### config.mk
export PLATFORM = sky130hd
export DESIGN_NAME = can_rx_cfg
export DESIGN_NICKNAME = d
export VERILOG_FILES = /design/src/can_rx_cfg_pkg.sv /design/src/can_rx_cfg.sv
export SDC_FILE = /design/constraint.sdc
export NUM_CORES = 1
export LEC_CHECK = 0
export ABC_AREA = 1
export BUFFER_PORTS_ARGS = -buffer_cell sky130_fd_sc_hd__buf_2
export CAP_MARGIN = 20
export CORE_MARGIN = 2
export CORE_UTILIZATION = 30
export DETAILED_ROUTE_END_ITERATION = 8
export HOLD_SLACK_MARGIN = 0.03
export PLACE_DENSITY = 0.61
export SKIP_CTS_REPAIR_TIMING = 1
export SLEW_MARGIN = 40
export SYNTH_ARGS = -nofsm -noshare
export SYNTH_HDL_FRONTEND = slang
export SYNTH_SLANG_ARGS = --single-unit
### constraint.sdc
create_clock -name REF_CLK -period 2.6 [get_ports REF_CLK]
set_input_delay 0.39 -clock REF_CLK [delete_from_list [all_inputs] [get_ports REF_CLK]]
set_output_delay 0.39 -clock REF_CLK [all_outputs]
set_load 0.01 [all_outputs]
### src/can_rx_cfg_pkg.sv
// How it works
// software writes the index of the last fifo 0 element read to ack.
// an ack write sets get index to ack plus one and recomputes fill.
// reserved bits of the three registers read zero, writes ignored.
// rx buffer config holds the buffer section word address.
// debug messages a, b, c are located from the rx buffer start.
// fifo 1 mode 0 is blocking, 1 is overwrite.
// fifo 1 watermark 0 or above 64 disables, 1..64 sets the level.
// fifo 1 size 0 means none, 1..64 elements, above 64 acts as 64.
// fifo 1 elements run from index 0 to size minus one.
// fifo 1 start field holds the fifo 1 word address.
// buffer start and fifo 1 fields change only when protected ok.
// the fifo 0 ack register resets to zero.
// fifo 0 get index is a read pointer from 0 to 63.
// fifo 0 fill level counts stored elements from 0 to 64.
// get index wraps to zero at size; fill is put minus get mod size.
package can_rx_cfg_pkg;
    // ****************************************
    // register offsets
    // ****************************************
    localparam logic [7:0] RX_FIFO0_ACKNOWLEDGE_OFS = 8'ha8;
    localparam logic [7:0] RX_BUFFER_CONFIG_OFS = 8'hac;
    localparam logic [7:0] RX_FIFO1_CONFIG_OFS = 8'hb0;
    localparam logic [7:0] RX_FIFO0_STATE_OFS = 8'hc0;
    // ****************************************
    // field positions
    // ****************************************
    localparam int ACK_INDEX_LSB = 0;
    localparam int ACK_INDEX_W = 6;
    localparam int START_ADDR_LSB = 2;
    localparam int START_ADDR_W = 14;
    localparam int F1_SIZE_LSB = 16;
    localparam int F1_WM_LSB = 24;
    localparam int FIELD7_W = 7;
    localparam int F1_MODE_BIT = 31;
    localparam int STATE_GET_LSB = 8;
    localparam int STATE_FILL_LSB = 16;
    // ****************************************
    // reset values and limits
    // ****************************************
    localparam logic [31:0] RX_FIFO0_ACKNOWLEDGE_RST = 32'h0000_0000;
    localparam logic [31:0] RX_BUFFER_CONFIG_RST = 32'h0000_0000;
    localparam logic [31:0] RX_FIFO1_CONFIG_RST = 32'h0000_0000;
    localparam logic [6:0] FIFO_MAX_ELEMS = 7'h40;
    localparam logic [31:0] ACK_MASK = 32'h0000_003f;
    localparam logic [31:0] RXBC_MASK = 32'h0000_fffc;
    localparam logic [31:0] RXF1C_MASK = 32'hff7f_fffc;
endpackage : can_rx_cfg_pkg

### src/can_rx_cfg.sv
// The APB interface to the registers was left to the implementer.
`timescale 1ns/10ps
module can_rx_cfg #(
    parameter int DEBUG_ELEM_WORDS = 4
) (
    input wire logic REF_CLK,
    input wire logic RESETN,
    input wire logic PSEL,
    input wire logic PENABLE,
    input wire logic PWRITE,
    input wire logic [7:0] PADDR,
    input wire logic [31:0] PWDATA,
    output logic [31:0] PRDATA,
    output logic PREADY,
    output logic PSLVERR,
    input wire logic PROTECT_WRITE_OK,
    input wire logic [6:0] FIFO0_SIZE,
    input wire logic [5:0] FIFO0_PUT_INDEX,
    input wire logic FIFO0_FULL,
    output logic [5:0] FIFO0_GET_INDEX,
    output logic [6:0] FIFO0_FILL_LEVEL,
    output logic [13:0] RX_BUFFER_START_ADDR,
    output logic [13:0] DEBUG_MSG_A_ADDR,
    output logic [13:0] DEBUG_MSG_B_ADDR,
    output logic [13:0] DEBUG_MSG_C_ADDR,
    output logic FIFO1_OPERATING_MODE,
    output logic FIFO1_OVERWRITE,
    output logic FIFO1_BLOCKING,
    output logic [6:0] FIFO1_WATERMARK,
    output logic [6:0] FIFO1_SIZE,
    output logic [5:0] FIFO1_LAST_INDEX,
    output logic [13:0] FIFO1_START_ADDR,
    input wire logic [6:0] FIFO1_FILL_LEVEL,
    output logic FIFO1_WATERMARK_FLAG
);
    // ****************************************
    // bus decode
    // ****************************************
    logic [31:0] rx_fifo0_acknowledge;
    logic [31:0] rx_buffer_config;
    logic [31:0] rx_fifo1_config;
    logic [5:0] fifo0_get_index;
    logic [6:0] fifo0_fill_level;
    logic wm_hit_d;

    wire access = PSEL && PENABLE;
    wire wr = access && PWRITE;
    wire hit_ack = PADDR == can_rx_cfg_pkg::RX_FIFO0_ACKNOWLEDGE_OFS;
    wire hit_rxbc = PADDR == can_rx_cfg_pkg::RX_BUFFER_CONFIG_OFS;
    wire hit_f1c = PADDR == can_rx_cfg_pkg::RX_FIFO1_CONFIG_OFS;
    wire hit_state = PADDR == can_rx_cfg_pkg::RX_FIFO0_STATE_OFS;
    wire mapped = hit_ack || hit_rxbc || hit_f1c || hit_state;
    wire wr_ack = wr && hit_ack;
    // protected fields take a write only while allowed
    wire wr_rxbc = wr && hit_rxbc && PROTECT_WRITE_OK;
    wire wr_f1c = wr && hit_f1c && PROTECT_WRITE_OK;

    assign PREADY = 1'b1;
    assign PSLVERR = access && !mapped;

    // ****************************************
    // fifo 0 acknowledge and pointers
    // ****************************************
    wire [5:0] ack_value = PWDATA[can_rx_cfg_pkg::ACK_INDEX_LSB +:
        can_rx_cfg_pkg::ACK_INDEX_W];
    wire [6:0] f0_size = (FIFO0_SIZE > can_rx_cfg_pkg::FIFO_MAX_ELEMS) ?
        can_rx_cfg_pkg::FIFO_MAX_ELEMS : FIFO0_SIZE;
    wire [6:0] ack_plus = {1'b0, ack_value} + 7'h01;
    // wrap at the configured size
    wire [5:0] next_get_wrapped = (ack_plus >= f0_size) ? 6'h00 :
        ack_plus[5:0];
    wire [5:0] next_fifo0_get_index = wr_ack ? next_get_wrapped :
        fifo0_get_index;
    wire [6:0] put_ext = {1'b0, FIFO0_PUT_INDEX};
    wire [6:0] get_ext = {1'b0, next_fifo0_get_index};
    wire [6:0] span = (put_ext >= get_ext) ? (put_ext - get_ext) :
        7'((put_ext + f0_size) - get_ext);
    // full reads as size, empty size reads as zero
    wire [6:0] next_fifo0_fill_level = (f0_size == 7'h00) ? 7'h00 :
        FIFO0_FULL ? f0_size : span;

    always_ff @(posedge REF_CLK or negedge RESETN) begin
        if (!RESETN) begin
            rx_fifo0_acknowledge <= can_rx_cfg_pkg::RX_FIFO0_ACKNOWLEDGE_RST;
            fifo0_get_index <= 6'h00;
            fifo0_fill_level <= 7'h00;
        end else begin
            if (wr_ack) begin
                rx_fifo0_acknowledge <= PWDATA & can_rx_cfg_pkg::ACK_MASK;
            end
            fifo0_get_index <= next_fifo0_get_index;
            fifo0_fill_level <= next_fifo0_fill_level;
        end
    end

    assign FIFO0_GET_INDEX = fifo0_get_index;
    assign FIFO0_FILL_LEVEL = fifo0_fill_level;

    // ****************************************
    // protected configuration registers
    // ****************************************
    always_ff @(posedge REF_CLK or negedge RESETN) begin
        if (!RESETN) begin
            rx_buffer_config <= can_rx_cfg_pkg::RX_BUFFER_CONFIG_RST;
            rx_fifo1_config <= can_rx_cfg_pkg::RX_FIFO1_CONFIG_RST;
        end else begin
            if (wr_rxbc) begin
                rx_buffer_config <= PWDATA & can_rx_cfg_pkg::RXBC_MASK;
            end
            if (wr_f1c) begin
                rx_fifo1_config <= PWDATA & can_rx_cfg_pkg::RXF1C_MASK;
            end
        end
    end

    // ****************************************
    // rx buffer section and debug messages
    // ****************************************
    wire [13:0] rx_buffer_start_addr = rx_buffer_config[
        can_rx_cfg_pkg::START_ADDR_LSB +: can_rx_cfg_pkg::START_ADDR_W];
    wire [13:0] dbg_step = 14'(DEBUG_ELEM_WORDS);
    assign RX_BUFFER_START_ADDR = rx_buffer_start_addr;
    assign DEBUG_MSG_A_ADDR = rx_buffer_start_addr;
    assign DEBUG_MSG_B_ADDR = 14'(rx_buffer_start_addr + dbg_step);
    assign DEBUG_MSG_C_ADDR = 14'(rx_buffer_start_addr + {dbg_step[12:0],
        1'b0});

    // ****************************************
    // fifo 1 fields
    // ****************************************
    wire fifo1_operating_mode = rx_fifo1_config[can_rx_cfg_pkg::F1_MODE_BIT];
    wire [6:0] fifo1_watermark = rx_fifo1_config[can_rx_cfg_pkg::F1_WM_LSB +:
        can_rx_cfg_pkg::FIELD7_W];
    wire [6:0] fifo1_size_raw = rx_fifo1_config[can_rx_cfg_pkg::F1_SIZE_LSB +:
        can_rx_cfg_pkg::FIELD7_W];
    wire [6:0] fifo1_size = (fifo1_size_raw > can_rx_cfg_pkg::FIFO_MAX_ELEMS) ?
        can_rx_cfg_pkg::FIFO_MAX_ELEMS : fifo1_size_raw;
    wire [6:0] f1_last = fifo1_size - 7'h01;
    wire wm_enabled = (fifo1_watermark != 7'h00) &&
        (fifo1_watermark <= can_rx_cfg_pkg::FIFO_MAX_ELEMS);
    wire wm_hit = wm_enabled && (FIFO1_FILL_LEVEL >= fifo1_watermark);

    assign FIFO1_OPERATING_MODE = fifo1_operating_mode;
    assign FIFO1_OVERWRITE = fifo1_operating_mode;
    assign FIFO1_BLOCKING = !fifo1_operating_mode;
    assign FIFO1_WATERMARK = fifo1_watermark;
    assign FIFO1_SIZE = fifo1_size;
    // highest element index, zero when no fifo 1
    assign FIFO1_LAST_INDEX = (fifo1_size == 7'h00) ? 6'h00 :
        f1_last[5:0];
    assign FIFO1_START_ADDR = rx_fifo1_config[can_rx_cfg_pkg::START_ADDR_LSB +:
        can_rx_cfg_pkg::START_ADDR_W];

    // one pulse when the level first reaches the watermark
    always_ff @(posedge REF_CLK or negedge RESETN) begin
        if (!RESETN) begin
            wm_hit_d <= 1'b0;
        end else begin
            wm_hit_d <= wm_hit;
        end
    end
    assign FIFO1_WATERMARK_FLAG = wm_hit && !wm_hit_d;

    // ****************************************
    // read data
    // ****************************************
    wire [31:0] state_word = ({24'h000000, 2'b00, fifo0_get_index}
        << can_rx_cfg_pkg::STATE_GET_LSB) | ({25'h0, fifo0_fill_level}
        << can_rx_cfg_pkg::STATE_FILL_LSB);
    wire [31:0] next_prdata = !mapped ? 32'h0000_0000 :
        hit_ack ? rx_fifo0_acknowledge :
        hit_rxbc ? rx_buffer_config :
        hit_f1c ? rx_fifo1_config : state_word;

    always_ff @(posedge REF_CLK or negedge RESETN) begin
        if (!RESETN) begin
            PRDATA <= 32'h0000_0000;
        end else if (PSEL && !PENABLE && !PWRITE) begin
            PRDATA <= next_prdata;
        end
    end
endmodule : can_rx_cfg

==> metrics.md, run 1 <==
| Metric | Value |
|---|---|
| Wire length of the first global-routing pass | `30500 um` |
| Area used by multi-input combinational logic | `0.00355 sq mm` |
| Fraction of synthesized cell area taken by the top area cell type | `36.7%` |
| Count of cell types in the netlist | `35` |
| Worst hold margin | `19.0 ps` |
| Worst max-slew margin expressed relative to the limit | `58.0%` |
| Sequential cell area fraction in the yosys report | `36.7%` |
| Final Wtd Congestion | `0.893` |
| Maximum clock rate | `312 MHz` |
| Final setup violation count | `7` |
| Number of maximum-capacitance constraint violations | `0` |
| Overall global routing resource usage | `17.3%` |
| Startpoint Class | `input pin` |
| Most frequent cell on the critical path | `nand2_1` |
| Synthesized cell area | `0.00640 sq mm` |
| Yosys top cell by area | `dfrtp_1` |
| Arrival time at the worst endpoint | `3440 ps` |
| Clock Sink Count | `94` |
| Initial antenna violation count | `1` |
| Worst vdd rail ir drop | `277 uV` |
| Net load switching power | `0.000953 W` |
| Clock insertion delay at the later pin of the skew report | `340 ps` |
| Top cell types by occurrence after synthesis | `nand2_1 (302), inv_1 (121), dfrtp_1 (94)` |
| Failing checks | `setup timing` |
| Clock root cell | `clkbuf_16` |
| Fin. Hold Viols | `0` |
| Int Power | `0.00248 W` |
| Ratio of routed vias to standard cells | `4.54` |
| Clock Skew | `10.2 ps` |
| Pwr Density | `391 mW/mm^2` |
| Pin count of the biggest net entering global routing | `58` |
| Portion of total power attributed to sequential cells | `43.9%` |
| Gate count of the mapped netlist | `878` |
| Nets | `1228` |
| Leakage power of the design | `5.01 nW` |
| Final Non-Filler Cells | `1401` |
| Worst reg2reg path depth | `17` |
| #FFs+latches synth | `94` |
| Sw frac | `27.8%` |
| Horizontal die dimension | `150 um` |
| Vias in the first global route | `5856` |
| Worst Tran Pin Value | `629 ps` |
| Wire per inst | `14.4 um` |
| Post-route setup slack | `-609 ps` |
| Number of violations reported at the end of detailed-routing iteration 0 | `366` |
| Worst R2R Start | `FIFO0_GET_INDEX[0]` |
| Termination of the worst setup path | `FIFO0_FILL_LEVEL[4]` |
| Die area | `0.0225 sq mm` |
| Avg Synthesized Cell Area | `7.29 sq um` |
| Number of synthesized flops with an enable pin | `0` |
| Critical path startpoint | `PWDATA[0]` |
| Number of antenna-violating nets in the routed design | `0` |
| Number of buffer cells added on primary ports | `204` |
| Layout filler cell count | `2198` |
| Share of cells above drive strength 1 | `36.4%` |
| Register-to-register setup slack | `220 ps` |
| Maximum fanout count along the critical path | `5` |
| CTS tree | `yes` |
| Sequential cell area | `0.00235 sq mm` |
| Type of the setup path with the least slack | `input pin to flop` |
| Critical path depth in cells | `28` |
| Clock Path Buffers | `2` |
| Critical path capture point type | `flop` |
| Synth warn | `0` |
| Tmin final | `3210 ps` |
| Async SR Flop Fraction | `100%` |
| Slowest stage cell, crit path | `fa_2` |
| Family with the most delay on the worst path | `adder cells` |
| Capturing point of the worst reg2reg path | `FIFO0_FILL_LEVEL[4]` |
| Dominant cells by area after synthesis | `dfrtp_1 (37%), nand2_1 (18%), inv_1 (7.1%)` |
| FP Rows | `53` |
| Buf+Inv Stages, Crit Path | `8` |
| Most repeated cell in the gate-level netlist after synthesis | `nand2_1` |
| Vias after detailed routing | `6365` |
| Die Y | `150 um` |
| Total wire length after detailed routing | `20100 um` |
| Unrepaired setup endpoints after global routing | `yes` |
| Maximum level of the CTS H-tree | `3` |
| Final global-route overflow total | `0` |
| Initial core utilization | `30.6%` |
| Run status | `finished, violations left` |
| Primary flip-flop cell chosen by synthesis mapping | `dfrtp_1` |
| Total core area | `0.0210 sq mm` |
| CTS Buf Count | `9` |
| Required time of the critical path | `2830 ps` |
| Worst path max stage delay | `360 ps` |
| Io pins | `208` |
| Placed wire-length estimate | `15700 um` |
| Net Count, Synth | `984` |
| Number of DRC violations after detailed routing | `0` |
| Hold WC Path Type | `input pin to async pin` |
| Slew Viols, Final | `0` |
| Detailed-routing iteration count for the pre-antenna-repair pass | `4` |
| Placed instance count | `1368` |
| Area Overhead vs Synth | `36.9%` |
| Part of the power in the clock network | `35.2%` |
| Final critical-path share of the clock period | `123%` |
| Clock-pin slew on the worst setup and hold paths | `60 ps` |
| Relative contribution of combinational cells to total power | `20.9%` |
-- stage by stage --
step | util [%] | TNS [ps] | worst slack (ps) | cell area (sq um) | total power [W]
6_report | 41.8 | -3590 | -609 | 8760 | 0.00343
5_1_grt | 41.8 | -4760 | -763 | 8760 | 0.00361
4_1_cts | 39.5 | -4590 | -717 | 8280 | 0.00337
3_5_place_dp | 38.3 | -7050 | -1070 | 8030 | 0.00216
3_3_place_gp | 38.3 | -6760 | -1050 | 8030 | 0.00215
2_1_floorplan | - | -4140 | -728 | 6520 | 0.00187
-- placed cells by master, fill, tap and decap left out, types with 12 or more instances in the layout --
master,instances
a21oi_1,15
ha_4,12
nand2_2,15
inv_1,106
nand2_1,287
o21ai_0,29
buf_2,197
inv_2,16
ha_1,18
o21ai_1,28
xor2_1,17
dfrtp_1,93
nor2_1,38
buf_4,92
nand3_1,46
-- logic make-up after synthesis --
family	count (synthesis)	share of synthesized area, %
simple gates	439	29.4
buf+inv	189	14.4
flops	94	36.7
compound gates	91	7.64
fa+ha+maj	39	8.44
xor+xnor	24	3.28
other cells	2	0.117
-- flip-flops by register name, indices dropped and copies added, names as in the netlist --
name	flops
FIFO0_FILL_LEVEL	7
FIFO0_GET_INDEX	6
wm_hit_d	1
rx_fifo1_config	29
rx_buffer_config	14
rx_fifo0_acknowledge	6
PRDATA	31
-- routing by layer --
metal / wire (um) / global-route usage [%]
met5: 0 / 0
met4: 358 / 5.05
met3: 1090 / 2.71
met2: 9560 / 28.1
met1: 9140 / 23.8
-- power groups by stage --
stage | clock (W) | combinational [W] | sequential, W
finish | 0.00121 | 0.000718 | 0.00151
global route | 0.00130 | 0.000800 | 0.00151
CTS | 0.00123 | 0.000626 | 0.00151
detailed placement | 0 | 0.000623 | 0.00153
global placement | 0 | 0.000614 | 0.00153
floorplan | 0 | 0.000334 | 0.00153
-- layout make-up --
class / instances / area share, %
repair buffers: 297 / 20.4
flip-flops and latches: 94 / 26.9
diodes: 1 / 0.0286
clock inverters: 1 / 0.0857
well taps: 275 / 3.93
multi-input cells: 596 / 40.5
clock buffers: 13 / 2.86
inverters: 124 / 5.35
-- worst min-delay path by stage --
stage,end,slack [ps],cells past startpoint
after global placement,rx_fifo1_config[15],400,1
after global routing,rx_buffer_config[15],50,1
after detailed placement,rx_buffer_config[15],400,1
final,rx_buffer_config[15],20,1
after CTS,rx_fifo1_config[15],30,1
after floorplan,FIFO0_FILL_LEVEL[0],90,0
No activity file was read; power rests on OpenSTA's default activity.
==> run 2: changes to the inputs <==
- ABC_AREA: 1 -> not set
- PLACE_DENSITY: 0.61 -> not set
==> metrics.md, run 2 <==
| Metric | Value |
|---|---|
| Fin. Hold Viols | `0` |
| Tmin final | `3790 ps` |
| Failing checks | `setup timing` |
| Worst max-slew margin expressed relative to the limit | `66.4%` |
| Maximum level of the CTS H-tree | `3` |
| Die Y | `147 um` |
| Synthesized cell area | `0.00615 sq mm` |
| Clock Skew | `9.76 ps` |
| Run status | `finished, violations left` |
| Critical path startpoint | `PWDATA[2]` |
| Placed instance count | `1140` |
| Critical path capture point type | `flop` |
| Number of DRC violations after detailed routing | `0` |
| Commonest non-fill, non-tap cells in the layout | `buf_2 (198), buf_4 (99), dfrtp_1 (94)` |
| Most repeated cell in the gate-level netlist after synthesis | `dfrtp_1` |
| Worst Tran Pin Value | `501 ps` |
| Vias after detailed routing | `5388` |
| Power, Total | `0.00337 W` |
| Detailed-routing iteration count for the pre-antenna-repair pass | `4` |
| Top cell types by occurrence after synthesis | `dfrtp_1 (94), nand2_1 (85), buf_4 (48)` |
| Gate count of the mapped netlist | `638` |
| Int Power | `0.00245 W` |
| Final Non-Filler Cells | `1160` |
| Number of synthesized flops with an enable pin | `0` |
| Leakage power of the design | `4.57 nW` |
| Arrival time at the worst endpoint | `4010 ps` |
| Fraction of synthesized cell area taken by the top area cell type | `38.2%` |
| #FFs+latches synth | `94` |
| Post-route setup slack | `-1190 ps` |
| Horizontal die dimension | `147 um` |
| Number of antenna-violating nets in the routed design | `0` |
| Vias in the first global route | `5254` |
| Flip-flop count of the largest register, all copies and words added | `31` |
| Register containing the most flip-flops in the final layout | `PRDATA` |
| Type of the setup path with the least slack | `input pin to flop` |
| Worst R2R Start | `FIFO0_GET_INDEX[0]` |
| Final critical-path share of the clock period | `146%` |
| Clock root cell | `clkbuf_16` |
| Number of violations reported at the end of detailed-routing iteration 0 | `190` |
| FP Rows | `52` |
| Termination of the worst setup path | `FIFO0_FILL_LEVEL[4]` |
| Area Overhead vs Synth | `36.5%` |
| Portion of total power attributed to sequential cells | `44.6%` |
| Net load switching power | `0.000919 W` |
| Yosys top cell by area | `dfrtp_1` |
| Clock Path Buffers | `2` |
| Part of the power in the clock network | `35.9%` |
| Total wire length after detailed routing | `18700 um` |
| Worst vdd rail ir drop | `235 uV` |
| Placed wire-length estimate | `14800 um` |
| Overall global routing resource usage | `16.9%` |
| Synth warn | `0` |
| CTS Buf Count | `9` |
| Required time of the critical path | `2830 ps` |
| Slew Viols, Final | `0` |
| Capturing point of the worst reg2reg path | `FIFO0_FILL_LEVEL[4]` |
| Initial antenna violation count | `0` |
| Hold WC Path Type | `input pin to flop` |
| Net Count, Synth | `744` |
| Pin count of the biggest net entering global routing | `41` |
| Maximum clock rate | `264 MHz` |
| Biggest registers after layout | `PRDATA (31), rx_fifo1_config (29), rx_buffer_config (14)` |
| Sequential cell area fraction in the yosys report | `38.2%` |
| Async SR Flop Fraction | `100%` |
| Leading cell type in the layout, fill and taps excluded | `buf_2` |
| Wire length of the first global-routing pass | `28800 um` |
| Wire per inst | `16.2 um` |
| Avg Synthesized Cell Area | `9.65 sq um` |
| Sw frac | `27.2%` |
| Final setup violation count | `7` |
| Clock insertion delay at the later pin of the skew report | `350 ps` |
| Final global-route overflow total | `0` |
| Total core area | `0.0202 sq mm` |
| Primary flip-flop cell chosen by synthesis mapping | `dfrtp_1` |
| Number of maximum-capacitance constraint violations | `0` |
| Final Wtd Congestion | `0.859` |
| Startpoint Class | `input pin` |
| Relative contribution of combinational cells to total power | `19.5%` |
| Maximum fanout count along the critical path | `6` |
| Final Util | `41.7%` |
| Share of cells above drive strength 1 | `46.2%` |
| Nets | `991` |
| Clock Sink Count | `94` |
| Initial core utilization | `30.5%` |
| Ratio of routed vias to standard cells | `4.64` |
| Worst hold margin | `260 ps` |
| Worst reg2reg path depth | `12` |
| Io pins | `208` |
| Number of diodes added for antenna fixing | `0` |
| Count of cell types in the netlist | `62` |
| CTS tree | `yes` |
| Pwr Density | `402 mW/mm^2` |
| Number of buffer cells added on primary ports | `204` |
| Clock-pin slew on the worst setup and hold paths | `70 ps` |
| Register-to-register setup slack | `60 ps` |
| Dominant cells by area after synthesis | `dfrtp_1 (38%), ha_1 (6.5%), mux2_2 (6.0%)` |
| Die area | `0.0217 sq mm` |
| Unrepaired setup endpoints after global routing | `yes` |
[run 2: changes by cell type after synthesis, sizes merged, moves of 9 or more]
cell / previous run / this run
nor2: 52 / 40
nand3: 55 / 28
mux2i: 0 / 13
xnor2: 4 / 13
mux2: 0 / 43
o21ai: 63 / 28
nand2: 306 / 87
inv: 123 / 32
[run 2: layout make-up]
class | count | area, sq um
clock buffers | 11 | 233
clock inverters | 5 | 35.0
fillers | 2002 | 11800
inverters | 32 | 120
multi-input cells | 442 | 3460
flip-flops and latches | 94 | 2350
well taps | 270 | 338
repair buffers | 306 | 1860
[run 2: logic make-up (layout without fill, tap and decap cells)]
group,count (synthesis),after routing,synth area share [%]
compound gates,100,100,11.0
xor+xnor,34,34,4.84
fa+ha+maj,39,39,8.78
buf+inv,102,354,9.70
flops,94,94,38.2
mux,56,56,10.6
other cells,2,2,0.122
simple gates,211,211,16.8
[run 2: how the worst min path moves through the flow]
| stage | end | cells past startpoint | from | slack [ps] |
|---|---|---|---|---|
| 2_1_floorplan | FIFO0_FILL_LEVEL[0] | 0 | RESETN | 90 |
| 3_3_place_gp | rx_buffer_config[7] | 1 | RESETN | 310 |
| 3_5_place_dp | rx_buffer_config[7] | 1 | RESETN | 310 |
| 4_1_cts | PRDATA[26] | 1 | RESETN | -60 |
| 5_1_grt | rx_fifo1_config[28] | 2 | PWDATA[28] | 250 |
| 6_report | rx_fifo0_acknowledge[2] | 3 | PWDATA[2] | 260 |
[run 2: worst max-delay path, cell delays in order]
cell      delay [ps]
buf_8             90
and3_4           180
nand3_2          100
xnor2_2          150
ha_1             320
and3_4           200
a221oi_2         260
o21ai_1          130
buf_4            180
o31ai_4          190
ha_1             270
inv_1             60
ha_2             170
inv_2             40
fa_2             330
nand2b_4         170
a21oi_4          120
xor2_1            70
or4_1            400
and3_1           180
[run 2: stage by stage]
| step | TNS, ps | instance area (sq um) | setup slack (ps) |
|---|---|---|---|
| final | -7150 | 8400 | -1190 |
| after floorplan | -7020 | 6280 | -1250 |
| after detailed placement | -10240 | 7920 | -1620 |
| after global routing | -8080 | 8400 | -1330 |
| after CTS | -7760 | 8180 | -1260 |
| after global placement | -9790 | 7920 | -1530 |
[run 2: metal layers]
metal  global-route usage [%]  up-vias  routed length (um)
li1                         -     2648                   -
met1                     22.7     2549                8460
met2                     28.0      165                9110
met3                     2.36       26                 790
met4                     5.82        0                 382
met5                        0        -                   0
[run 2: power groups by stage]
| stage | clock (W) | combinational [W] | sequential [W] |
|---|---|---|---|
| floorplan | 0 | 0.000287 | 0.00153 |
| global placement | 0 | 0.000582 | 0.00153 |
| detailed placement | 0 | 0.000588 | 0.00153 |
| CTS | 0.00126 | 0.000591 | 0.00151 |
| global route | 0.00131 | 0.000723 | 0.00151 |
| finish | 0.00121 | 0.000656 | 0.00151 |
